## src/verilog/rpid_pkg.sv

```systemverilog
// root-port interrupt intake and decode: shared constants
// assumes a 32-bit classic wishbone register port with byte addresses
package rpid_pkg;
   // ***********************************************************
   // register byte offsets
   // ***********************************************************
   localparam logic [11:0] RPID_OFS_HEADER = 12'h158;
   localparam logic [11:0] RPID_OFS_PAYLOAD = 12'h15C;
   localparam logic [11:0] RPID_OFS_LINE_STATUS = 12'h160;
   localparam logic [11:0] RPID_OFS_LINE_MASK = 12'h164;
   localparam logic [11:0] RPID_OFS_MSI_STATUS_LOW = 12'h170;
   localparam logic [11:0] RPID_OFS_MSI_STATUS_HIGH = 12'h174;
   localparam logic [11:0] RPID_OFS_MSI_MASK_LOW = 12'h178;
   localparam logic [11:0] RPID_OFS_DECODE_CTRL = 12'h180;
   localparam logic [11:0] RPID_OFS_IRQ_STATUS = 12'h184;
   localparam logic [11:0] RPID_OFS_IRQ_MASK = 12'h188;

   // ***********************************************************
   // field positions
   // ***********************************************************
   localparam int RPID_HDR_VALID_BIT = 31;
   localparam int RPID_HDR_MSI_BIT = 30;
   localparam int RPID_HDR_ASSERT_BIT = 29;
   localparam int RPID_HDR_LINE_LSB = 27;
   localparam int RPID_HDR_ADDR_LSB = 16;
   localparam int RPID_LINE_LSB = 16;
   localparam int RPID_LINES = 4;
   localparam int RPID_MSI_VEC_W = 6;
   localparam int RPID_DECODE_EN_BIT = 0;
   localparam int RPID_WINDOW_LSB = 12;

   // queue entry layout: payload, requester, addr 12:2, line, assert, msi
   localparam int RPID_ENT_PAY_LSB = 0;
   localparam int RPID_ENT_RID_LSB = 16;
   localparam int RPID_ENT_ADR_LSB = 32;
   localparam int RPID_ENT_LINE_LSB = 43;
   localparam int RPID_ENT_ASSERT_BIT = 45;
   localparam int RPID_ENT_MSI_BIT = 46;
   localparam int RPID_ENT_W = 47;

   // software interrupt events
   localparam int RPID_EVT_QUEUED = 0;
   localparam int RPID_EVT_OVERFLOW = 1;
   localparam int RPID_EVT_MSI = 2;
   localparam int RPID_EVT_LINE = 3;
   localparam int RPID_EVT_W = 4;

   // ***********************************************************
   // reset values
   // ***********************************************************
   localparam logic [31:0] RPID_RST_WORD = 32'h0000_0000;
   localparam logic [3:0] RPID_RST_LINES = 4'h0;
   localparam logic [3:0] RPID_RST_EVT = 4'h0;
endpackage

```

## src/verilog/rpid_irq_queue.sv

```systemverilog
// received-interrupt queue with a registered head word
// assumes DEPTH is a power of two; a push into a full queue is refused
module rpid_irq_queue #(
   parameter int WIDTH = 47,
   parameter int DEPTH = 16
) (
   // clock and reset
   input wire logic clk_i,
   input wire logic rst_i,
   // fill side
   input wire logic push_i,
   input wire logic [WIDTH-1:0] push_data_i,
   output logic full_o,
   // drain side
   input wire logic pop_i,
   output logic [WIDTH-1:0] head_o,
   output logic valid_o
);
   localparam int PW = $clog2(DEPTH);
   localparam logic [PW:0] CNT_FULL = (PW+1)'(DEPTH);

   logic [WIDTH-1:0] mem [DEPTH];
   logic [PW-1:0] wr_ptr_reg, wr_ptr_next;
   logic [PW-1:0] rd_ptr_reg, rd_ptr_next;
   logic [PW:0] cnt_reg, cnt_next;
   logic [WIDTH-1:0] head_reg, head_next;
   logic push_ok, pop_ok;

   // pointers, count and the show-ahead head word
   always_comb begin
      push_ok = push_i && (cnt_reg != CNT_FULL);
      pop_ok = pop_i && (cnt_reg != '0);
      wr_ptr_next = push_ok ? wr_ptr_reg + 1'b1 : wr_ptr_reg;
      rd_ptr_next = pop_ok ? rd_ptr_reg + 1'b1 : rd_ptr_reg;
      cnt_next = cnt_reg + (PW+1)'(push_ok) - (PW+1)'(pop_ok);
      // bypass: the array is written at the same edge the head is loaded
      if (push_ok && (wr_ptr_reg == rd_ptr_next)) begin
         head_next = push_data_i;
      end else begin
         head_next = mem[rd_ptr_next];
      end
   end

   always_ff @(posedge clk_i) begin
      if (rst_i) begin
         wr_ptr_reg <= '0;
         rd_ptr_reg <= '0;
         cnt_reg <= '0;
         head_reg <= '0;
      end else begin
         wr_ptr_reg <= wr_ptr_next;
         rd_ptr_reg <= rd_ptr_next;
         cnt_reg <= cnt_next;
         head_reg <= head_next;
      end
   end

   // storage array, no reset needed
   always_ff @(posedge clk_i) begin
      if (push_ok) begin
         mem[wr_ptr_reg] <= push_data_i;
      end
   end

   assign full_o = (cnt_reg == CNT_FULL);
   assign valid_o = (cnt_reg != '0);
   assign head_o = head_reg;
endmodule

```

## src/verilog/rpid_sticky_bits.sv

```systemverilog
// sticky bit vector: hardware sets, a clear vector drops bits
// assumes set and clear are synchronous one-cycle requests
module rpid_sticky_bits #(
   parameter int WIDTH = 32
) (
   // clock and reset
   input wire logic clk_i,
   input wire logic rst_i,
   // set and clear requests
   input wire logic [WIDTH-1:0] set_i,
   input wire logic [WIDTH-1:0] clr_i,
   // held bits
   output logic [WIDTH-1:0] bits_o
);
   logic [WIDTH-1:0] bits_reg;
   logic [WIDTH-1:0] bits_next;

   // set wins so an event landing on a clear is never lost
   always_comb begin
      bits_next = (bits_reg & ~clr_i) | set_i;
   end

   always_ff @(posedge clk_i) begin
      if (rst_i) begin
         bits_reg <= '0;
      end else begin
         bits_reg <= bits_next;
      end
   end

   assign bits_o = bits_reg;
endmodule

```

## src/verilog/rpid_top.sv

```systemverilog
// root-port interrupt intake, queue readout and vector decode
// assumes one 10 MHz clock, synchronous message strobes and wishbone classic
// Operation
// - payload read gives oldest MSI data in bits 15:0, upper bits zero.
// - payload read returns zero when the head entry is a legacy message.
// - reading the payload leaves the head entry in the queue.
// - any write to payload or header pops the head; data ignored.
// - endpoint build returns zero on every register of this block.
// - legacy line status bits 16..19 set on assert, held until deassert.
// - zero line status stays zero until assert; resets to zero.
// - line mask bits 16..19 gate status into summary decode output.
// - line mask resets to zero, blocking every line.
// - low MSI status bit x records receipt of vector x, 0-31.
// - high MSI status bit x records receipt of vector x+32.
// - writing one clears an MSI status bit; zeros leave bits alone.
// - decode mode shows low MSI status on output only where masked in.
// - low MSI mask resets to zero, blocking vectors 0-31.
// - plain bridge build treats line status and mask as reserved.
// - header bit 30 flags MSI, bit 31 flags a valid entry.
// - memory writes inside the 4 KB MSI window are queued as MSI.
module rpid_top
   import rpid_pkg::*;
#(
   parameter bit IS_ROOT_PORT = 1'b1,
   parameter bit DMA_VARIANT = 1'b1,
   parameter int QUEUE_DEPTH = 16
) (
   // clock and reset
   input wire logic clk_i,
   input wire logic rst_i,
   // wishbone slave
   input wire logic cyc_i,
   input wire logic stb_i,
   input wire logic we_i,
   input wire logic [11:0] adr_i,
   input wire logic [3:0] sel_i,
   input wire logic [31:0] dat_i,
   output logic [31:0] dat_o,
   output logic ack_o,
   // inbound messages from endpoints
   input wire logic msg_valid_i,
   input wire logic msg_is_mem_wr_i,
   input wire logic [63:0] msg_addr_i,
   input wire logic [15:0] msg_payload_i,
   input wire logic [15:0] msg_req_id_i,
   input wire logic [1:0] msg_line_i,
   input wire logic msg_assert_i,
   input wire logic [51:0] msi_window_base_i,
   // decoded outputs
   output logic [31:0] msi_low_vector_output_o,
   output logic intx_decode_o,
   output logic irq_o
);
   // ***********************************************************
   // intake classification
   // ***********************************************************
   logic msi_evt, intx_evt, push;
   logic [RPID_ENT_W-1:0] ent_in, head;
   logic q_valid, q_full, pop;

   // memory writes outside the window are not interrupts
   always_comb begin
      msi_evt = msg_valid_i && msg_is_mem_wr_i &&
                (msg_addr_i[63:RPID_WINDOW_LSB] == msi_window_base_i);
      intx_evt = msg_valid_i && !msg_is_mem_wr_i;
      push = msi_evt || intx_evt;
      ent_in = '0;
      ent_in[RPID_ENT_PAY_LSB +: 16] = msi_evt ? msg_payload_i : 16'h0000;
      ent_in[RPID_ENT_RID_LSB +: 16] = msg_req_id_i;
      ent_in[RPID_ENT_ADR_LSB +: 11] = msi_evt ? msg_addr_i[12:2] : 11'h000;
      ent_in[RPID_ENT_LINE_LSB +: 2] = msi_evt ? 2'h0 : msg_line_i;
      ent_in[RPID_ENT_ASSERT_BIT] = intx_evt && msg_assert_i;
      ent_in[RPID_ENT_MSI_BIT] = msi_evt;
   end

   rpid_irq_queue #(
      .WIDTH(RPID_ENT_W),
      .DEPTH(QUEUE_DEPTH)
   ) u_queue (
      .clk_i(clk_i),
      .rst_i(rst_i),
      .push_i(push),
      .push_data_i(ent_in),
      .full_o(q_full),
      .pop_i(pop),
      .head_o(head),
      .valid_o(q_valid)
   );

   // ***********************************************************
   // bus access decode
   // ***********************************************************
   logic ack_reg, ack_next;
   logic [31:0] rdata_reg, rdata_next;
   logic acc_rd, acc_wr;
   logic [31:0] bmask;
   logic line_regs_ok;

   // one access per request; ack comes one cycle after strobe
   always_comb begin
      acc_rd = cyc_i && stb_i && !ack_reg && !we_i;
      acc_wr = cyc_i && stb_i && !ack_reg && we_i;
      ack_next = cyc_i && stb_i && !ack_reg;
      for (int i = 0; i < 4; i++) begin
         bmask[i*8 +: 8] = {8{sel_i[i]}};
      end
      line_regs_ok = DMA_VARIANT && IS_ROOT_PORT;
   end

   // head is removed by a write; the value written is ignored
   assign pop = acc_wr && ((adr_i == RPID_OFS_PAYLOAD) ||
                           (adr_i == RPID_OFS_HEADER));

   // ***********************************************************
   // control registers
   // ***********************************************************
   logic [RPID_LINES-1:0] line_mask_reg, line_mask_next;
   logic [31:0] msi_mask_reg, msi_mask_next;
   logic decode_en_reg, decode_en_next;
   logic [RPID_EVT_W-1:0] irq_mask_reg, irq_mask_next;

   // byte lanes honoured; reserved bits are never stored
   always_comb begin
      line_mask_next = line_mask_reg;
      msi_mask_next = msi_mask_reg;
      decode_en_next = decode_en_reg;
      irq_mask_next = irq_mask_reg;
      if (acc_wr && line_regs_ok && adr_i == RPID_OFS_LINE_MASK && sel_i[2]) begin
         line_mask_next = dat_i[RPID_LINE_LSB +: RPID_LINES];
      end
      if (acc_wr && adr_i == RPID_OFS_MSI_MASK_LOW) begin
         msi_mask_next = (msi_mask_reg & ~bmask) | (dat_i & bmask);
      end
      if (acc_wr && adr_i == RPID_OFS_DECODE_CTRL && sel_i[0]) begin
         decode_en_next = dat_i[RPID_DECODE_EN_BIT];
      end
      if (acc_wr && adr_i == RPID_OFS_IRQ_MASK && sel_i[0]) begin
         irq_mask_next = dat_i[RPID_EVT_W-1:0];
      end
   end

   always_ff @(posedge clk_i) begin
      if (rst_i) begin
         line_mask_reg <= RPID_RST_LINES;
         msi_mask_reg <= RPID_RST_WORD;
         decode_en_reg <= 1'b0;
         irq_mask_reg <= RPID_RST_EVT;
      end else begin
         line_mask_reg <= line_mask_next;
         msi_mask_reg <= msi_mask_next;
         decode_en_reg <= decode_en_next;
         irq_mask_reg <= irq_mask_next;
      end
   end

   // ***********************************************************
   // status vectors
   // ***********************************************************
   logic [RPID_LINES-1:0] line_set, line_clr, line_stat;
   logic [31:0] msi_lo_set, msi_hi_set, msi_lo_clr, msi_hi_clr;
   logic [31:0] msi_lo_stat, msi_hi_stat;
   logic [RPID_EVT_W-1:0] evt_set, evt_clr, evt_stat;
   logic [RPID_MSI_VEC_W-1:0] vec;

   // vector from payload low bits, marked in the accepting cycle
   always_comb begin
      vec = msg_payload_i[RPID_MSI_VEC_W-1:0];
      msi_lo_set = (msi_evt && !vec[5]) ? (32'h0000_0001 << vec[4:0]) : '0;
      msi_hi_set = (msi_evt && vec[5]) ? (32'h0000_0001 << vec[4:0]) : '0;
      msi_lo_clr = (acc_wr && adr_i == RPID_OFS_MSI_STATUS_LOW) ? dat_i & bmask : '0;
      msi_hi_clr = (acc_wr && adr_i == RPID_OFS_MSI_STATUS_HIGH) ? dat_i & bmask : '0;
      line_set = (intx_evt && msg_assert_i) ? (4'h1 << msg_line_i) : '0;
      line_clr = (intx_evt && !msg_assert_i) ? (4'h1 << msg_line_i) : '0;
      evt_set = '0;
      evt_set[RPID_EVT_QUEUED] = push && !q_full;
      evt_set[RPID_EVT_OVERFLOW] = push && q_full;
      evt_set[RPID_EVT_MSI] = msi_evt;
      evt_set[RPID_EVT_LINE] = intx_evt;
      // reading the event status clears it
      evt_clr = (acc_rd && adr_i == RPID_OFS_IRQ_STATUS) ? '1 : '0;
   end

   rpid_sticky_bits #(.WIDTH(RPID_LINES)) u_line_stat (
      .clk_i(clk_i),
      .rst_i(rst_i),
      .set_i(line_set),
      .clr_i(line_clr),
      .bits_o(line_stat)
   );

   rpid_sticky_bits #(.WIDTH(32)) u_msi_lo (
      .clk_i(clk_i),
      .rst_i(rst_i),
      .set_i(msi_lo_set),
      .clr_i(msi_lo_clr),
      .bits_o(msi_lo_stat)
   );

   rpid_sticky_bits #(.WIDTH(32)) u_msi_hi (
      .clk_i(clk_i),
      .rst_i(rst_i),
      .set_i(msi_hi_set),
      .clr_i(msi_hi_clr),
      .bits_o(msi_hi_stat)
   );

   rpid_sticky_bits #(.WIDTH(RPID_EVT_W)) u_evt (
      .clk_i(clk_i),
      .rst_i(rst_i),
      .set_i(evt_set),
      .clr_i(evt_clr),
      .bits_o(evt_stat)
   );

   // ***********************************************************
   // read mux
   // ***********************************************************
   // endpoint build answers every location with zero
   always_comb begin
      rdata_next = '0;
      if (acc_rd && IS_ROOT_PORT) begin
         unique case (adr_i)
            RPID_OFS_HEADER: begin
               rdata_next[RPID_HDR_VALID_BIT] = q_valid;
               rdata_next[RPID_HDR_MSI_BIT] = q_valid && head[RPID_ENT_MSI_BIT];
               if (q_valid) begin
                  rdata_next[RPID_HDR_ASSERT_BIT] = head[RPID_ENT_ASSERT_BIT];
                  rdata_next[RPID_HDR_LINE_LSB +: 2] = head[RPID_ENT_LINE_LSB +: 2];
                  rdata_next[RPID_HDR_ADDR_LSB +: 11] = head[RPID_ENT_ADR_LSB +: 11];
                  rdata_next[15:0] = head[RPID_ENT_RID_LSB +: 16];
               end
            end
            RPID_OFS_PAYLOAD: begin
               // legacy entries and an empty queue read as zero
               if (q_valid && head[RPID_ENT_MSI_BIT]) begin
                  rdata_next[15:0] = head[RPID_ENT_PAY_LSB +: 16];
               end
            end
            RPID_OFS_LINE_STATUS: begin
               if (line_regs_ok) begin
                  rdata_next[RPID_LINE_LSB +: RPID_LINES] = line_stat;
               end
            end
            RPID_OFS_LINE_MASK: begin
               if (line_regs_ok) begin
                  rdata_next[RPID_LINE_LSB +: RPID_LINES] = line_mask_reg;
               end
            end
            RPID_OFS_MSI_STATUS_LOW: rdata_next = msi_lo_stat;
            RPID_OFS_MSI_STATUS_HIGH: rdata_next = msi_hi_stat;
            RPID_OFS_MSI_MASK_LOW: rdata_next = msi_mask_reg;
            RPID_OFS_DECODE_CTRL: rdata_next[RPID_DECODE_EN_BIT] = decode_en_reg;
            RPID_OFS_IRQ_STATUS: rdata_next[RPID_EVT_W-1:0] = evt_stat;
            RPID_OFS_IRQ_MASK: rdata_next[RPID_EVT_W-1:0] = irq_mask_reg;
            default: rdata_next = '0;
         endcase
      end
   end

   // ***********************************************************
   // decoded outputs
   // ***********************************************************
   logic [31:0] vec_out_reg, vec_out_next;
   logic intx_out_reg, intx_out_next;
   logic irq_reg, irq_next;

   // vector and line decode outputs stay quiet until software enables decode mode; irq_o does not wait on it
   always_comb begin
      vec_out_next = decode_en_reg ? (msi_lo_stat & msi_mask_reg) : '0;
      intx_out_next = decode_en_reg && line_regs_ok &&
                      (|(line_stat & line_mask_reg));
      irq_next = |(evt_stat & irq_mask_reg);
   end

   always_ff @(posedge clk_i) begin
      if (rst_i) begin
         ack_reg <= 1'b0;
         rdata_reg <= RPID_RST_WORD;
         vec_out_reg <= RPID_RST_WORD;
         intx_out_reg <= 1'b0;
         irq_reg <= 1'b0;
      end else begin
         ack_reg <= ack_next;
         rdata_reg <= rdata_next;
         vec_out_reg <= vec_out_next;
         intx_out_reg <= intx_out_next;
         irq_reg <= irq_next;
      end
   end

   assign ack_o = ack_reg;
   assign dat_o = rdata_reg;
   assign msi_low_vector_output_o = vec_out_reg;
   assign intx_decode_o = intx_out_reg;
   assign irq_o = irq_reg;
endmodule
```

## config.mk

```make
export PLATFORM = sky130hd
export DESIGN_NAME = rpid_top
export DESIGN_NICKNAME = d
export VERILOG_FILES = /design/src/verilog/rpid_pkg.sv /design/src/verilog/rpid_irq_queue.sv /design/src/verilog/rpid_sticky_bits.sv /design/src/verilog/rpid_top.sv
export SDC_FILE = /design/constraint.sdc
export NUM_CORES = 1
export LEC_CHECK = 0
export CAP_MARGIN = 20
export CORE_MARGIN = 2
export CORE_UTILIZATION = 44
export CTS_BUF_LIST = sky130_fd_sc_hd__clkbuf_16
export DETAILED_ROUTE_END_ITERATION = 10
export DONT_BUFFER_PORTS = 1
export GPL_TIMING_DRIVEN = 0
export MAX_ROUTING_LAYER = met4
export SLEW_MARGIN = 20
export SYNTH_ARGS = -nofsm -noshare
export SYNTH_HDL_FRONTEND = slang
export SYNTH_SLANG_ARGS = --single-unit
```

## constraint.sdc

```tcl
create_clock -name clk_i -period 7.8 [get_ports clk_i]
set_clock_uncertainty 0.2 [all_clocks]
set_input_delay 0.78 -clock clk_i [delete_from_list [all_inputs] [get_ports clk_i]]
set_output_delay 0.78 -clock clk_i [all_outputs]
set_load 0.005 [all_outputs]
```

==> parameters.txt, run 1 <==
Parameter                              Value

Detailed routing
  Routed wire length    142000 µm
  Routed Antenna Nets    0
  Number of violations reported at the end of detailed-routing iteration 0    3680
  DR DRC count    0
  Vias after detailed routing    30000
  Count of TritonRoute iterations in the first routing pass    8
  Avg Vias per Cell    6.42
  Routed length per instance    30.5 µm

Placed design
  Routability-driven placement congestion ratio    0.989
  Port buffer count    0
  Placed wire-length estimate after detailed placement    103000 µm

Logic synthesis
  Number of warnings issued by yosys    0
  Synthesized-area fraction occupied by ao, oa, aoi and oai cells    0.0703
  Number of enable flip-flop cells after synthesis    752
  Adder and majority cell fraction of the synthesized area    0.00347
  Number of standard cells after synthesis    3034
  Post-synthesis xor/xnor area fraction    0.00867
  Fraction of synthesized area in multiplexers    0.219
  Synth unique cells    70
  Synthesis-stage register bit count    992
  Fraction of the yosys area taken by sequential cells    0.602
  Combinational family with the most area after synthesis    multiplexers
  Syn Std Cell Area    45500 µm²
  Primary FF master, synth    sky130_fd_sc_hd__edfxtp_1
  Yosys top cell by area    sky130_fd_sc_hd__edfxtp_1
  Synthesized Nets    3252
  Avg Synthesized Cell Area    15.0 µm²
  Share of Yosys cell area claimed by the top area cell type    0.496
  Top post-synthesis cells by area    sky130_fd_sc_hd__edfxtp_1 (50%), sky130_fd_sc_hd__mux4_2 (19%), sky130_fd_sc_hd__dfxtp_1 (11%)
  Simple-gate portion of the synthesized area    0.0701
  Fraction of registers with async set or reset after synthesis    0

Worst setup path
  Cell-by-cell trace of the critical path    buf_2, clkbuf_1, buf_2, clkbuf_1, mux4_2, mux2i_1, o22ai_1, a2111oi_0, a211oi_1
  Required time at the worst-slack endpoint    8.11 ns
  Crit path max-delay cell type    sky130_fd_sc_hd__a2111oi_0
  Slowest cell delay on critical path    0.99 ns
  Kind of start point of the critical path    flip-flop
  Max Fanout on Critical Path    10
  Data arrival time at the worst-slack endpoint    5.63 ns
  Critical Path End Type    flip-flop
  CP Class    flip-flop to flip-flop

Run status
  Run status    finished, final reports clean

STA
  Number of pins with negative max-slew slack in the final report    0
  Remaining max-slew budget at the tightest pin    0.190
  Setup repair after global routing missed its margin    false
  Period minus WS final    5.32 ns
  Actual transition at the worst max-transition pin    1.22 ns
  Max Freq    0.188 GHz
  Number of hold-slack violations in the final timing report    0
  Period utilisation layout    0.682
  Smallest hold slack    0.0318 ns
  Final setup vio count    0

Global route
  Layer carrying the most global-route usage    met2
  Number of global-route vias before repair    30300
  GRT Residual Overflow    0
  Largest net degree at the start of global routing    26
  Number of antenna violations at the first check in global routing    16
  Overall global routing resource usage    0.274
  Met2 track utilization from global routing    0.434
  Global routing met3 resource utilization    0.0617
  Met1 capacity usage during global routing    0.350
  Wire length of the first global-routing pass    207000 µm

Clocking
  Register clock-pin slew on the reported worst setup and hold paths    0.06 ns
  Clock Tree Root    sky130_fd_sc_hd__clkbuf_16
  Sinks on Clock Net    992
  Number of gates resized after CTS    0
  TritonCTS buffer count    105
  Buffers inserted by post-CTS timing repair    0
  Maximum clock insertion buffer count    3
  TritonCTS clock tree    done
  # H-tree levels    3
  Post-CTS Hold Fix Bufs    17
  Source-to-sink clock delay at the later pin of the worst-skew pair    0.69 ns

Floorplan
  Top-Level Pins    273
  Core Rows    117
  Initial Utilization    0.445
  Core outline area    102000 µm²
  Vertical die dimension    326 µm
  Total Die Area    106000 µm²
  Floorplan die width    326 µm

Power and ir drop
  Switching Fraction    0.218
  Maximum vdd drop    173 µV
  Power density over the cells    217 nW/µm²
  Switching power summed over all nets    0.00244 W
  Internal    0.00877 W
  Leakage power total    17.1 nW
  Comb pwr share    0.044
  Clk pwr share    0.443
  Sequential group share of total power    0.514
  Total power after layout    0.0112 W

Job
  Maxcap violations    0

Final layout
  Synthesis-to-layout area growth    13.8%
  Number of filler instances in the final layout    8546
  Number of flip-flops in the largest register    752
  Register with the highest flop count    u_queue.mem
  # nets final    3431
  Share of layout cells above drive strength 1    0.201

Hold path
  Class of the worst hold path    input port to flip-flop
==> power groups by stage <==
stage	Combinational (W)	Sequential (W)	Clock (W)
floorplan	0.000266	0.00585	0
detailed placement	0.000451	0.00587	0
CTS	0.000478	0.00576	0.00501
global route	0.000518	0.00576	0.00521
global placement	0.000429	0.00587	0
finish	0.000488	0.00576	0.00496
==> per-layer routing <==
| layer | wire length (µm) | vias to the layer above |
|---|---|---|
| met5 | 0 | - |
| met4 | 4900 | 0 |
| met3 | 13700 | 273 |
| met2 | 68600 | 1708 |
| met1 | 55300 | 15500 |
| li1 | - | 12600 |
==> layout make-up <==
cell class	instances	area, µm²	share of cell area
flip-flops and latches	992	27400	0.529
multi-input cells	1743	17000	0.329
clock buffers	107	2680	0.0517
well taps	1368	1710	0.0331
repair buffers	72	971	0.0188
plain buffers	230	943	0.0182
clock inverters	82	724	0.0140
inverters	69	259	0.00500
diodes	15	37.5	0.000725
==> through the flow <==
stage | util | cell area, µm² | setup slack (ns) | setup TNS, ns | std cells
after floorplan | - | 45500 | 1.04 | 0 | 3034
after global placement | 0.462 | 47200 | -3.26 | -998.33 | 4402
after detailed placement | 0.471 | 48100 | 2.15 | 0 | 4457
after CTS | 0.506 | 51700 | 2.66 | 0 | 4663
after global routing | 0.506 | 51700 | 2.42 | 0 | 4673
final | 0.506 | 51800 | 2.48 | 0 | 4678
==> critical path: cells and delay by family (launching register included) <==
| kind | cells | cell delay, ns |
|---|---|---|
| flops | 1 | 0.35 |
| compound gates | 3 | 1.22 |
| mux | 2 | 0.57 |
| buf+inv | 4 | 2.77 |
==> synthesized netlist by cell type (7+ instances only) <==
master                      number
sky130_fd_sc_hd__edfxtp_1      752
sky130_fd_sc_hd__mux4_2        376
sky130_fd_sc_hd__nand2_1       344
sky130_fd_sc_hd__dfxtp_1       240
sky130_fd_sc_hd__a21oi_1       232
sky130_fd_sc_hd__clkbuf_1      168
sky130_fd_sc_hd__mux2i_1       149
sky130_fd_sc_hd__inv_1          69
sky130_fd_sc_hd__nor2_1         69
sky130_fd_sc_hd__a2111oi_0      48
sky130_fd_sc_hd__a211oi_1       46
sky130_fd_sc_hd__o22ai_1        46
sky130_fd_sc_hd__nand3_1        42
sky130_fd_sc_hd__buf_2          41
sky130_fd_sc_hd__and3_1         40
sky130_fd_sc_hd__nand4_1        40
sky130_fd_sc_hd__a222oi_1       30
sky130_fd_sc_hd__xnor2_1        28
sky130_fd_sc_hd__nor2b_1        26
sky130_fd_sc_hd__a22oi_1        23
sky130_fd_sc_hd__nand4b_1       20
sky130_fd_sc_hd__nor3_1         20
sky130_fd_sc_hd__xor2_1         17
sky130_fd_sc_hd__nand2b_1       16
sky130_fd_sc_hd__buf_1          15
sky130_fd_sc_hd__ha_1           11
sky130_fd_sc_hd__nor4_1         11
sky130_fd_sc_hd__o21ai_0        11
sky130_fd_sc_hd__a31oi_1        10
sky130_fd_sc_hd__a221oi_1        9
sky130_fd_sc_hd__or4_1           9
sky130_fd_sc_hd__a21boi_0        7
==> final timing paths <==
| path | start | end | slack, ns | depth (start not counted) |
|---|---|---|---|---|
| worst max-delay path | u_queue.rd_ptr_reg[0] | u_queue.head_o[1] | 2.48 | 9 |
| worst min-delay path | dat_i[30] | flip-flop | 0.03 | 2 |
| worst max register to register | u_queue.rd_ptr_reg[0] | u_queue.head_o[1] | 2.48 | 9 |
| worst min register to register | u_queue.head_o[38] | dat_o[22] | 0.25 | 2 |
==> logic make-up (layout without fill, tap and decap cells) <==
kind of cell	Yosys count	in the layout
flops	992	992
buf+inv	299	560
fa+ha+maj	12	12
simple gates	668	668
compound gates	492	492
mux	526	526
xor+xnor	45	45
other cells	0	15
==> layout by cell type, fill, tap and decap left out, types with 19 or more instances in the layout <==
cell type                   netlist  layout
sky130_fd_sc_hd__clkbuf_1       168     159
sky130_fd_sc_hd__and3_1          40      40
sky130_fd_sc_hd__dfxtp_1        240     240
sky130_fd_sc_hd__buf_4            2      24
sky130_fd_sc_hd__nand4_1         40      40
sky130_fd_sc_hd__buf_2           41      44
sky130_fd_sc_hd__a2111oi_0       48      47
sky130_fd_sc_hd__a21oi_1        232     232
sky130_fd_sc_hd__nor2_1          69      57
sky130_fd_sc_hd__a22oi_1         23      23
sky130_fd_sc_hd__nor2b_1         26      26
sky130_fd_sc_hd__a222oi_1        30      30
sky130_fd_sc_hd__o22ai_1         46      46
sky130_fd_sc_hd__mux4_2         376     376
sky130_fd_sc_hd__mux2i_1        149     149
sky130_fd_sc_hd__inv_1           69      95
sky130_fd_sc_hd__a211oi_1        46      46
sky130_fd_sc_hd__edfxtp_1       752     752
sky130_fd_sc_hd__xnor2_1         28      28
sky130_fd_sc_hd__nand3_1         42      42
sky130_fd_sc_hd__nand4b_1        20      20
sky130_fd_sc_hd__clkinv_1         0      20
sky130_fd_sc_hd__nand2_1        344     344
sky130_fd_sc_hd__buf_12           0      19
sky130_fd_sc_hd__clkbuf_16        0     107
Note: power is estimated with default switching activity, not from simulation.
==> run 2: changes to the inputs <==
clock period = 4.7 ns   (was 7.8 ns; I/O delays follow)
==> run 2 against run 1 <==
Compared with the run above: cell count grew 1.9%; setup slack lost 2.4 ns; maximum frequency grew 16%; sequential share of layout area shrank 1.2 points; critical path depth is the same; die area is the same; power grew 68%; combinational power grew 84%; register-to-register slack lost 2.4 ns; sequential power grew 66%; via count grew 1.1%; flip-flop and latch count is the same.
==> parameters.txt, run 2 (synthesis gave the netlist of run 1 again) <==
Parameter                              Value

STA
  Final setup vio count    0 (unchanged)
  Period minus WS final    4.60 ns (-0.722 ns)
  Setup repair after global routing missed its margin    true
  Period utilisation layout    0.978 (+0.296)
  Max Freq    0.217 GHz (+16%)
  Number of pins with negative max-slew slack in the final report    0 (unchanged)
  Number of hold-slack violations in the final timing report    0 (unchanged)
  Actual transition at the worst max-transition pin    1.05 ns (-0.164 ns)
  Remaining max-slew budget at the tightest pin    0.299 (+0.110)

Power and ir drop
  Comb pwr share    0.048 (+0.004)
  Total power after layout    0.0188 W (+68%)
  Clk pwr share    0.444 (about the same)
  Leakage power total    17.5 nW (+2.3%)
  Sequential group share of total power    0.509 (-0.005)
  Switching power summed over all nets    0.00417 W (+71%)
  Switching Fraction    0.222 (+0.00435)
  Internal    0.0146 W (+67%)
  Maximum vdd drop    272 µV (+57%)
  Power density over the cells    355 nW/µm² (+64%)

Floorplan
  Top-Level Pins    273 (unchanged)
  Core outline area    102000 µm² (unchanged)
  Initial Utilization    0.445 (unchanged)
  Vertical die dimension    326 µm (unchanged)
  Total Die Area    106000 µm² (unchanged)
  Core Rows    117 (unchanged)
  Floorplan die width    326 µm (unchanged)

Final layout
  Post-route core utilization    0.518 (+0.0114)
  Register with the highest flop count    u_queue.mem
  Share of layout cells above drive strength 1    0.205 (+0.00369)
  Most common library cell in the layout ignoring fill and taps    sky130_fd_sc_hd__edfxtp_1
  Number of flip-flops in the largest register    752 (unchanged)
  Number of filler instances in the final layout    8451 (-1.1%)
  Commonest cells after routing, fill and taps aside    sky130_fd_sc_hd__edfxtp_1 (752), sky130_fd_sc_hd__mux4_2 (376), sky130_fd_sc_hd__nand2_1 (344)
  # nets final    3509 (+2.3%)
  Synthesis-to-layout area growth    16.3%

Worst setup path
  Reg2reg setup slack    0.10 ns (-2.38 ns)
  Kind of start point of the critical path    flip-flop
  Launching point of the worst reg2reg path    u_queue.rd_ptr_reg[0]
  Critical R2R Capture    u_queue.head_o[2]
  CP Class    flip-flop to flip-flop
  Critical Path End Type    flip-flop
  Data arrival time at the worst-slack endpoint    4.92 ns (-0.71 ns)
  Max Fanout on Critical Path    19 (+9)
  Required time at the worst-slack endpoint    5.02 ns (-3.09 ns)
  Depth of the worst register-to-register path    9 (unchanged)

Hold path
  Worst Hold Path EP    u_msi_lo.bits_o[3]
  Hold path start    msg_payload_i[4]
  Hold depth    4 (+2)
  Class of the worst hold path    input port to flip-flop

Global route
  Largest net degree at the start of global routing    26 (unchanged)
  Wire length of the first global-routing pass    209000 µm (+0.79%)
  GRT Residual Overflow    0 (unchanged)
  Overall global routing resource usage    0.275 (+0.00145)
  Number of antenna violations at the first check in global routing    19 (+3)
  Number of global-route vias before repair    30800 (+1.7%)

Clocking
  Register clock-pin slew on the reported worst setup and hold paths    0.06 ns (about the same)
  # H-tree levels    3 (unchanged)
  Buffers inserted by post-CTS timing repair    0 (unchanged)
  TritonCTS buffer count    106 (+0.95%)
  Clock Tree Root    sky130_fd_sc_hd__clkbuf_16
  TritonCTS clock tree    done
  Source-to-sink clock delay at the later pin of the worst-skew pair    0.69 ns (about the same)
  Sinks on Clock Net    992 (unchanged)
  Maximum clock insertion buffer count    3 (unchanged)

Run status
  Run status    finished, final reports clean

Detailed routing
  Routed Antenna Nets    0 (unchanged)
  DR DRC count    0 (unchanged)
  Vias after detailed routing    30400 (+1.1%)
  Routed length per instance    30.0 µm (-1.5%)
  Number of violations reported at the end of detailed-routing iteration 0    3423 (-7.0%)
  Routed wire length    143000 µm (+0.36%)
  Avg Vias per Cell    6.37 (-0.81%)
  Count of TritonRoute iterations in the first routing pass    6 (-2)

Job
  Maxcap violations    0 (unchanged)

Placed design
  Placed wire-length estimate after detailed placement    102000 µm (-0.19%)
  Routability-driven placement congestion ratio    0.981 (-0.77%)
  Port buffer count    0 (unchanged)
run 2: per-stage QoR:
step / setup slack [ns] / instances / TNS (ns) / hold slack (ns) / area (µm²)
CTS: 0.0293 / 4749 / 0 / 0.00345 / 52800
floorplan: -0.495 / 3034 / -332.24 / 0.222 / 45500
global placement: -4.13 / 4402 / -2673.97 / 0.241 / 47200
global route: -0.0291 / 4764 / -0.0455 / 0.0410 / 52900
finish: 0.101 / 4768 / 0 / 0.0423 / 52900
detailed placement: -0.353 / 4453 / -61.20 / 0.243 / 48300
run 2: how the worst max path moves through the flow:
stage                          start                  end  depth (start not counted)  slack [ns]
2_1_floorplan  msi_window_base_i[50]    u_queue.mem[4][0]                          8       -0.49
3_3_place_gp   msi_window_base_i[50]   u_queue.mem[9][19]                          8       -4.13
3_5_place_dp   msi_window_base_i[50]  u_queue.mem[15][18]                         10       -0.35
4_1_cts           u_queue.cnt_reg[3]    u_queue.head_o[0]                         12        0.03
5_1_grt        u_queue.rd_ptr_reg[0]    u_queue.head_o[3]                          9       -0.03
6_report       u_queue.rd_ptr_reg[0]    u_queue.head_o[2]                          9        0.10
run 2: timing repair:
action | 4_1_cts | 5_1_grt
cloned | 0 | 0
hold endpoints to repair | 413 | 0
hold buffers | 99 | 0
resized for setup | 10 | 17
endpoints found under the setup margin | 32 | 21
run 2: layout make-up:
cell class,instances,area (µm²),area share
Clock inverter,89,722,0.0136
Tap cell,1368,1710,0.0323
Antenna cell,18,45.0,0.000851
Buffer,228,951,0.0180
Sequential cell,992,27400,0.518
Multi-Input combinational cell,1743,17100,0.323
Timing Repair Buffer,151,1990,0.0376
Clock buffer,110,2750,0.0520
Inverter,69,259,0.00489
run 2: critical path, stage by stage, from the launching register on:
cell and delay, ns:
sky130_fd_sc_hd__dfxtp_1 0.36, sky130_fd_sc_hd__buf_2 0.63, sky130_fd_sc_hd__buf_2 0.51, sky130_fd_sc_hd__buf_2 0.55, sky130_fd_sc_hd__clkbuf_1 0.68, sky130_fd_sc_hd__mux4_2 0.40, sky130_fd_sc_hd__mux2i_1 0.14, sky130_fd_sc_hd__a21oi_1 0.07
sky130_fd_sc_hd__a2111oi_0 0.64, sky130_fd_sc_hd__a211oi_1 0.18
run 2: routing by layer:
metal,share of wire,up-vias,wire [µm],GRT usage
li1,-,12700,-,-
met1,0.39,15600,55900,0.353
met2,0.48,1698,68700,0.434
met3,0.094,305,13400,0.0613
met4,0.035,0,4960,0.0919
met5,0,-,0,-
run 2: power by group through the flow:
stage	sequential [W]	clock, W	combinational [W]
2_1_floorplan	0.00971	0	0.000442
3_3_place_gp	0.00974	0	0.000711
3_5_place_dp	0.00974	0	0.000753
4_1_cts	0.00955	0.00843	0.000872
5_1_grt	0.00956	0.00874	0.000946
6_report	0.00956	0.00834	0.000899
